[src/core/host_port_map.svh]
// Purpose: constants for the host strobe port and output controls
// Assumes: single 100 MHz clock, synchronous active-low reset
// Notes: included by every core and bench file
//
// Functional notes
// - select low: separate read and write strobes
// - select high: direction select plus data strobe
// - separate mode writes on write rising edge
// - shared mode writes on strobe rise, direction low
// - shared mode drives data when direction high
// - separate mode drives data while read low
// - format pin selects offset binary or two's complement
// - decode two-bit enable into bus three-states
// - tester mode: eight ten-bit groups
// - normal mode: real and imaginary cascade buses
// - host port responds only while chip select low; output controls act regardless
// - everything updates on clock rising edge
// - reset restores defaults and halts processing
`ifndef HOST_PORT_MAP_SVH
`define HOST_PORT_MAP_SVH

`define ADDR_W 7
`define DATA_W 16
`define REG_DEPTH 128
`define REG_RST 16'h0000

`define WORD_W 20
`define WORD_N 4
`define WORD_MSB 19
`define GRP_W 10
`define GRP_N 8

// word slots of the 80-bit output
`define WORD_RE_OUT 0
`define WORD_IM_OUT 1

// enable codes in normal mode
`define OE_BOTH 2'h0
`define OE_RE_ONLY 2'h1
`define OE_IM_ONLY 2'h2
`define OE_NONE 2'h3

`define HIZ_ALL 8'hFF
`define HIZ_TEST_W1 8'hF3
`define HIZ_NORM_UP 4'hF
`define DATA_RST 16'h0000

`endif

[src/core/host_port_pkg.sv]
// Purpose: shared types for the host strobe port
// Assumes: host_port_map.svh holds all numbers
// Notes: pins travel as packed structs
`default_nettype none
`include "host_port_map.svh"

package host_port_pkg;

  // raw pins of the processor port, sampled on clk
  typedef struct packed {
    logic cs_n;
    logic rd_n;
    logic wr_n;
    logic [`ADDR_W-1:0] addr;
    logic [`DATA_W-1:0] data;
  } host_req_t;

  // four 20-bit words: re out, im out, re in, im in
  typedef logic [`WORD_N-1:0][`WORD_W-1:0] quad_t;

  typedef enum logic [1:0] {
    ACC_IDLE = 2'b00,
    ACC_READ = 2'b01,
    ACC_WRITE = 2'b10
  } acc_state_t;

endpackage
`default_nettype wire

[src/core/reg_store.sv]
// Purpose: 128 x 16 configuration store with registered read
// Assumes: one write port, one read port, same clock
// Notes: read returns the old word on a same-cycle write
`timescale 1ns/1ps
`default_nettype none
`include "host_port_map.svh"

module reg_store
  import host_port_pkg::*;
(
  input wire logic clk,
  input wire logic rst_n,
  input wire logic we,
  input wire logic [`ADDR_W-1:0] waddr,
  input wire logic [`DATA_W-1:0] wdata,
  input wire logic [`ADDR_W-1:0] raddr,
  output logic [`DATA_W-1:0] rdata
);

  logic [`REG_DEPTH-1:0][`DATA_W-1:0] mem_reg;
  logic [`REG_DEPTH-1:0][`DATA_W-1:0] mem_next;
  logic [`DATA_W-1:0] rdata_reg;
  logic [`DATA_W-1:0] rdata_next;

  // ==========================================
  // storage
  always_comb begin
    mem_next = mem_reg;
    if (we) begin
      mem_next[waddr] = wdata;
    end
    rdata_next = mem_reg[raddr];
  end

  always_ff @(posedge clk) begin
    if (!rst_n) begin
      mem_reg <= {`REG_DEPTH{`REG_RST}};
      rdata_reg <= `DATA_RST;
    end else begin
      mem_reg <= mem_next;
      rdata_reg <= rdata_next;
    end
  end

  assign rdata = rdata_reg;

endmodule
`default_nettype wire

[src/core/host_strobe_port_output_ctrl.sv]
// Purpose: processor strobe port and output bus format/three-state control
// Assumes: all pins synchronous to clk; strobes sampled, edges found in logic
// Notes: read data and bus drive lag the request by one clock
`timescale 1ns/1ps
`default_nettype none
`include "host_port_map.svh"

module host_strobe_port_output_ctrl
  import host_port_pkg::*;
(
  input wire logic clk,
  input wire logic rst_n,
  input wire host_req_t host,
  output logic [`DATA_W-1:0] data_out,
  output logic data_oe_n,
  input wire logic strobe_style_sel,
  input wire logic out_format_sel,
  input wire logic [1:0] out_hiz_ctrl,
  input wire logic tester_hiz_mode,
  input wire quad_t sample_in,
  output quad_t casc_out,
  output logic [`GRP_N-1:0] casc_oe_n
);

  // ==========================================
  // strobe decode
  logic wr_prev_reg;
  logic wr_prev_next;
  logic wr_rise;
  logic write_now;
  logic read_now;

  always_comb begin
    wr_prev_next = host.wr_n;
  end

  assign wr_rise = !wr_prev_reg && host.wr_n;

  always_comb begin
    write_now = 1'b0;
    read_now = 1'b0;
    if (!host.cs_n) begin
      if (!strobe_style_sel) begin
        write_now = wr_rise;
        read_now = !host.rd_n;
      end else begin
        write_now = wr_rise && !host.rd_n;
        read_now = host.rd_n;
      end
    end
  end

  // ==========================================
  // access state
  acc_state_t acc_reg;
  acc_state_t acc_next;

  always_comb begin
    if (read_now) begin
      acc_next = ACC_READ;
    end else if (write_now) begin
      acc_next = ACC_WRITE;
    end else begin
      acc_next = ACC_IDLE;
    end
  end

  always_ff @(posedge clk) begin
    if (!rst_n) begin
      wr_prev_reg <= 1'b1;
      acc_reg <= ACC_IDLE;
    end else begin
      wr_prev_reg <= wr_prev_next;
      acc_reg <= acc_next;
    end
  end

  always_comb begin
    unique case (acc_reg)
      ACC_READ: data_oe_n = 1'b0;
      ACC_IDLE: data_oe_n = 1'b1;
      ACC_WRITE: data_oe_n = 1'b1;
      default: data_oe_n = 1'b1;
    endcase
  end

  // ==========================================
  // configuration store
  reg_store u_store (
    .clk(clk),
    .rst_n(rst_n),
    .we(write_now),
    .waddr(host.addr),
    .wdata(host.data),
    .raddr(host.addr),
    .rdata(data_out)
  );

  // ==========================================
  // output format
  quad_t casc_reg;
  quad_t casc_next;

  genvar w;
  generate
    for (w = 0; w < `WORD_N; w = w + 1) begin : g_fmt
      // offset binary flips the sign bit
      always_comb begin
        casc_next[w] = sample_in[w];
        casc_next[w][`WORD_MSB] = sample_in[w][`WORD_MSB] ^ out_format_sel;
      end
    end
  endgenerate

  // ==========================================
  // three-state decode
  logic [`GRP_N-1:0] oe_reg;
  logic [`GRP_N-1:0] oe_next;

  genvar g;
  generate
    for (g = 0; g < `GRP_N; g = g + 1) begin : g_oe
      localparam logic [1:0] WORD = 2'(g / 2);
      always_comb begin
        if (tester_hiz_mode) begin
          // ten-bit groups, one group pair (one word) enabled
          oe_next[g] = (out_hiz_ctrl != WORD);
        end else if (WORD == 2'(`WORD_RE_OUT)) begin
          oe_next[g] = (out_hiz_ctrl == `OE_IM_ONLY) || (out_hiz_ctrl == `OE_NONE);
        end else if (WORD == 2'(`WORD_IM_OUT)) begin
          oe_next[g] = (out_hiz_ctrl == `OE_RE_ONLY) || (out_hiz_ctrl == `OE_NONE);
        end else begin
          // cascade input words stay inputs in normal use
          oe_next[g] = 1'b1;
        end
      end
    end
  endgenerate

  always_ff @(posedge clk) begin
    // outputs halted and floating in reset
    if (!rst_n) begin
      casc_reg <= '0;
      oe_reg <= `HIZ_ALL;
    end else begin
      casc_reg <= casc_next;
      oe_reg <= oe_next;
    end
  end

  assign casc_out = casc_reg;
  assign casc_oe_n = oe_reg;

  // ==========================================
  // checks
  // write-edge checks skip the first cycle after release, whose edge register still holds its default
  a_sep_write_edge: assert property (@(posedge clk) disable iff (!rst_n)
    $past(rst_n) && !strobe_style_sel && !host.cs_n && $rose(host.wr_n) |-> write_now)
    else $error("separate-mode write edge missed");

  a_shared_write_dir: assert property (@(posedge clk) disable iff (!rst_n)
    $past(rst_n) && strobe_style_sel && !host.cs_n && $rose(host.wr_n)
    |-> write_now == !host.rd_n)
    else $error("shared-mode write direction wrong");

  a_cs_blocks_access: assert property (@(posedge clk) disable iff (!rst_n)
    host.cs_n |=> data_oe_n && $past(!write_now))
    else $error("access taken without chip select");

  a_sep_read_drive: assert property (@(posedge clk) disable iff (!rst_n)
    rst_n && !strobe_style_sel && !host.rd_n && !host.cs_n |=> !data_oe_n)
    else $error("separate-mode read not driven");

  a_shared_read_drive: assert property (@(posedge clk) disable iff (!rst_n)
    rst_n && strobe_style_sel && host.rd_n && !host.cs_n |=> !data_oe_n)
    else $error("shared-mode read not driven");

  a_bus_release: assert property (@(posedge clk) disable iff (!rst_n)
    !read_now |=> data_oe_n)
    else $error("data bus driven with no read");

  a_read_returns_write: assert property (@(posedge clk) disable iff (!rst_n)
    rst_n && write_now ##1 !write_now ##1 (read_now && host.addr == $past(host.addr, 2) && !write_now)
    |=> data_out == $past(host.data, 3))
    else $error("read-back differs from written word");

  a_format_msb: assert property (@(posedge clk) disable iff (!rst_n)
    rst_n |=> casc_out[`WORD_RE_OUT][`WORD_MSB]
      == ($past(sample_in[`WORD_RE_OUT][`WORD_MSB]) ^ $past(out_format_sel)))
    else $error("output format sign bit wrong");

  a_normal_upper_hiz: assert property (@(posedge clk) disable iff (!rst_n)
    !tester_hiz_mode |=> casc_oe_n[`GRP_N-1:`GRP_N/2] == `HIZ_NORM_UP)
    else $error("cascade input groups driven in normal mode");

  a_normal_decode: assert property (@(posedge clk) disable iff (!rst_n)
    rst_n && !tester_hiz_mode && out_hiz_ctrl == `OE_RE_ONLY |=> casc_oe_n[3:0] == 4'hC)
    else $error("normal enable decode wrong");

  a_tester_groups: assert property (@(posedge clk) disable iff (!rst_n)
    rst_n && tester_hiz_mode && out_hiz_ctrl == 2'h1 |=> casc_oe_n == `HIZ_TEST_W1)
    else $error("tester group decode wrong");

  a_reset_release: assert property (@(posedge clk) disable iff (!rst_n)
    $past(!rst_n) |-> data_oe_n && casc_oe_n == `HIZ_ALL && data_out == `DATA_RST)
    else $error("outputs not at defaults after reset");

  c_sep_write: cover property (@(posedge clk) disable iff (!rst_n)
    !strobe_style_sel && write_now);
  c_shared_write: cover property (@(posedge clk) disable iff (!rst_n)
    strobe_style_sel && write_now);
  c_shared_read: cover property (@(posedge clk) disable iff (!rst_n)
    strobe_style_sel && read_now ##1 !data_oe_n);
  c_tester_mode: cover property (@(posedge clk) disable iff (!rst_n)
    tester_hiz_mode && out_hiz_ctrl == 2'h3);

endmodule
`default_nettype wire

[config.mk]
export PLATFORM = sky130hd
export DESIGN_NAME = host_strobe_port_output_ctrl
export DESIGN_NICKNAME = d
export VERILOG_FILES = /design/src/core/host_port_pkg.sv /design/src/core/reg_store.sv /design/src/core/host_strobe_port_output_ctrl.sv
export VERILOG_INCLUDE_DIRS = /design/src /design/src/core
export SDC_FILE = /design/constraint.sdc
export NUM_CORES = 2
export LEC_CHECK = 0
export BUFFER_PORTS_ARGS = -buffer_cell sky130_fd_sc_hd__buf_2
export CAP_MARGIN = 10
export CORE_MARGIN = 5
export CORE_UTILIZATION = 50
export CTS_BUF_LIST = sky130_fd_sc_hd__clkbuf_8
export DETAILED_ROUTE_END_ITERATION = 7
export HOLD_SLACK_MARGIN = 0.15
export PLACE_DENSITY_LB_ADDON = 0.1
export SLEW_MARGIN = 20
export SYNTH_ARGS = -nofsm -noshare
export SYNTH_HDL_FRONTEND = slang
export SYNTH_HIERARCHICAL = 1
export SYNTH_SLANG_ARGS = --single-unit
[constraint.sdc]
create_clock -name clk -period 2.48 [get_ports clk]
set_input_delay 0.372 -clock clk [delete_from_list [all_inputs] [get_ports clk]]
set_output_delay 0.372 -clock clk [all_outputs]
set_load 0.1 [all_outputs]
==> results by group <==
Final layout
  • Max reg flops: 2,048
  • Area delta synth->final: 21.79%
  • Layout Utilization: 0.6121
  • Final non-filler cell total: 14,172
  • Final layout net count: 11,390
  • Share of layout cells above drive strength 1: 0.1840
  • Number of filler cells placed in the layout: 16,303

Power and ir drop
  • Clock power share: 0.442
  • Pint: 0.05403 W
  • P_sw: 0.01856 W
  • Flop pwr share: 0.479
  • VDD IR max: 0.6056 mV
  • Gate power share: 0.079
  • Pwr/cell area: 608.8 mW/mm²
  • Sw Share: 0.2556
  • Leakage: 41.74 nW

Yosys
  • Main synth FF type: dfxtp_1
  • EDFF count, synth: 0
  • Synthesized area per cell: 9.216 µm²
  • Syn. warnings: 6
  • Synth Register Bits: 2,151
  • Syn Nets: 10,735
  • Sequential area share after synthesis: 0.4399
  • Synthesized area: 0.09789 mm²
  • Synth async-reset ratio: 0
  • Post-Syn Instances: 10,622
  • Library cells used by synthesis: 52

STA
  • Fmax: 396.8 MHz
  • Final Hold Fails: 0
  • Worst slew pin tran: 0.8204 ns
  • Fin. max-slew vios: 0
  • Final period util: 1.016
  • Setup Viol. Count Final: 4
  • Tmin final: 2.520 ns
  • PnR worst setup slack: -0.04012 ns
  • Rel. slew slack: 0.4507
  • RSZ-0062 raised after global routing: no
  • WHS: 0.2389 ns
  • Fin Clk Skew: 0.05820 ns

Route
  • Vias: 84,543
  • Drt via density: 5.965
  • Routed Wire Length: 353.3 mm
  • 1st-iter DRT viols: 8,667
  • Number of remaining DRC errors: 0
  • WL per Instance: 24.93 µm
  • Drt pass-1 iters: 6
  • DRT antenna net count: 0

Critical path
  • Crit Path Class: input port to register
  • Worst path arrival time: 3.53 ns
  • Crit Path Max Fanout: 16
  • CP Capture Type: register
  • CP Launch Type: input port
  • Required @ worst endpoint: 3.49 ns

Outcome
  • Failing checks: setup timing
  • Status: finished with violations

Place
  • Placer Congestion: 0.9447
  • IO buf count: 217
  • HPWL after DPL: 233.5 mm
  • DP Cell Count: 13,238

Die
  • Area of the die: 0.2047 mm²
  • Die Wd: 452.5 µm
  • Ports: 218
  • Core box area: 0.1948 mm²
  • Initial Utilization: 0.5025
  • Die H: 452.5 µm
  • Site row count: 162

Clock tree
  • Num CTS Buffers: 377
  • Clock Sinks: 2,151
  • Root Driver: clkbuf_8
  • Worst skew pair latency: 1.07 ns
  • Clk buf depth: 4
  • TritonCTS clock tree: built
  • Clock slew at reported path FFs: 0.06 ns
  • H-tree depth: 5

Global routing
  • Initial antenna violation count: 18
  • Vias in the first global route: 82,321
  • GRT Util Overall: 0.3341
  • Global-route wire length before repair: 531.3 mm
  • Remaining global-route overflow: 0
  • Largest net degree at the start of global routing: 130

Worst hold path
  • Hold crit path type: input port to register

Job
  • Max_cap viols: 0
-- layout by cell type, fill, tap and decap left out, types with 32 or more instances in the layout --
master,netlist,layout
clkbuf_8,0,471
o21ai_0,161,161
nor2b_1,537,532
nor2_2,26,32
mux4_2,357,357
mux2i_1,839,839
buf_2,131,182
a22oi_1,109,109
inv_1,1,127
buf_12,0,329
a21boi_0,1514,1514
dfxtp_1,2151,2139
nand2_1,1996,1994
dlygate4sd3_1,0,282
nand3_1,1332,1330
and2_1,86,84
nand4_1,99,99
buf_4,29,616
-- metal layers --
metal  share of wire  vias up  global-route usage
li1                -    38289                   -
met3           0.084      826             0.06656
met4           0.053        8              0.1654
met2            0.45     3740              0.5194
met1            0.42    41680              0.4456
met5         0.00014        -                   0
-- logic make-up (layout without fill, tap and decap cells) --
group                     after synthesis  after routing  synth area share
AOI/OAI and AO/OA                    1902           1902            0.1418
xor gates and xnor gates                5              5         0.0004473
buffers and inverters                1155           2068           0.04847
DFF                                  2151           2151            0.4399
muxes                                1197           1197            0.1680
other                                   0             13                 0
and+or+nand+nor                      4212           4212            0.2014
-- power by group through the flow --
stage / Sequential [W] / Combinational (W) / Clock [W]
finish: 0.0347 / 0.00575 / 0.0321
global route: 0.0347 / 0.00592 / 0.0342
CTS: 0.0347 / 0.00562 / 0.0325
detailed placement: 0.0355 / 0.00526 / 0
global placement: 0.0355 / 0.00523 / 0
floorplan: 0.0361 / 0.00254 / 0
-- timing repair --
action | 4_1_cts | 5_1_grt
buffers inserted | 0 | 1
pin swaps | 1 | 2
hold buffers | 282 | 0
gates cloned | 0 | 1
endpoints found under the setup margin | 17 | 237
resized for setup | 29 | 3
hold endpoints to repair | 2149 | 0
-- metrics by stage --
step / total power, W / instance area [µm²] / setup slack [ns] / TNS [ns]
2_1_floorplan: 0.03860 / 97890 / -0.02430 / -0.4861
3_3_place_gp: 0.04071 / 109000 / -0.7931 / -35.21
3_5_place_dp: 0.04074 / 109000 / -0.8117 / -58.93
4_1_cts: 0.07283 / 119100 / 0.01838 / 0
5_1_grt: 0.07481 / 119200 / 0.006731 / 0
6_report: 0.07258 / 119200 / -0.04012 / -0.06049
-- worst max-delay path, cell delays in order --
cell,delay [ns]
dlygate4sd3_1,0.59
buf_2,0.15
buf_4,0.19
nor3b_2,0.68
nor2b_1,0.36
buf_12,0.19
nand3_1,0.24
nand4_1,0.41
buf_4,0.19
o31a_1,0.13
-- final timing paths --
kind	start	to	slack, ns	cells after the start
worst min-delay path	host[11]	u_store/mem_reg[859]$_SDFFE_PN0P_	0.24	4
worst max register to register	u_store/mem_reg[1339]$_SDFFE_PN0P_	u_store/rdata[11]$_SDFF_PN0_	0	6
worst min register to register	u_store/mem_reg[1038]$_SDFFE_PN0P_	u_store/mem_reg[1038]$_SDFFE_PN0P_	0.46	2
worst max-delay path	host[22]	u_store/rdata[2]$_SDFF_PN0_	-0.04	10
-- area by class of cell --
class | instances | area, µm² | share of cell area
Timing Repair Buffer | 1430 | 15210 | 0.1275
Tap cell | 2624 | 3283 | 0.02754
Multi-Input combinational cell | 7316 | 50360 | 0.4224
Antenna cell | 13 | 32.53 | 0.0002729
Clock inverter | 166 | 778.2 | 0.006528
Clock buffer | 471 | 6482 | 0.05437
Sequential cell | 2151 | 43080 | 0.3613
Inverter | 1 | 3.754 | 0.00003148
-- synthesized netlist by cell type, drive strengths merged, types with 2 or more instances --
library cell,count,area share
and3,18,0.0012
or3,5,0.00032
or3b,2,0.00018
o31a,16,0.0014
nand2b,9,0.00058
dfxtp,2151,0.44
o21ai,161,0.0082
or2,5,0.00032
a21oi,30,0.0015
mux2i,839,0.086
nor3,13,0.00066
a221oi,31,0.0028
buf,286,0.015
a32oi,14,0.0013
mux4,357,0.082
nand4b,3,0.00027
a21boi,1520,0.12
nor2,64,0.0037
nor3b,4,0.00031
nor4,4,0.00026
nor2b,537,0.034
a22oi,109,0.0084
xor2,5,0.00045
nand4,99,0.0063
nand3,1332,0.068
nand3b,4,0.00031
clkbuf,868,0.033
or4,17,0.0013
o211ai,16,0.0012
and2,90,0.0058
nand2,1996,0.077
a31oi,2,0.00013
and3b,5,0.00045
(Power assumes the default switching activity.)
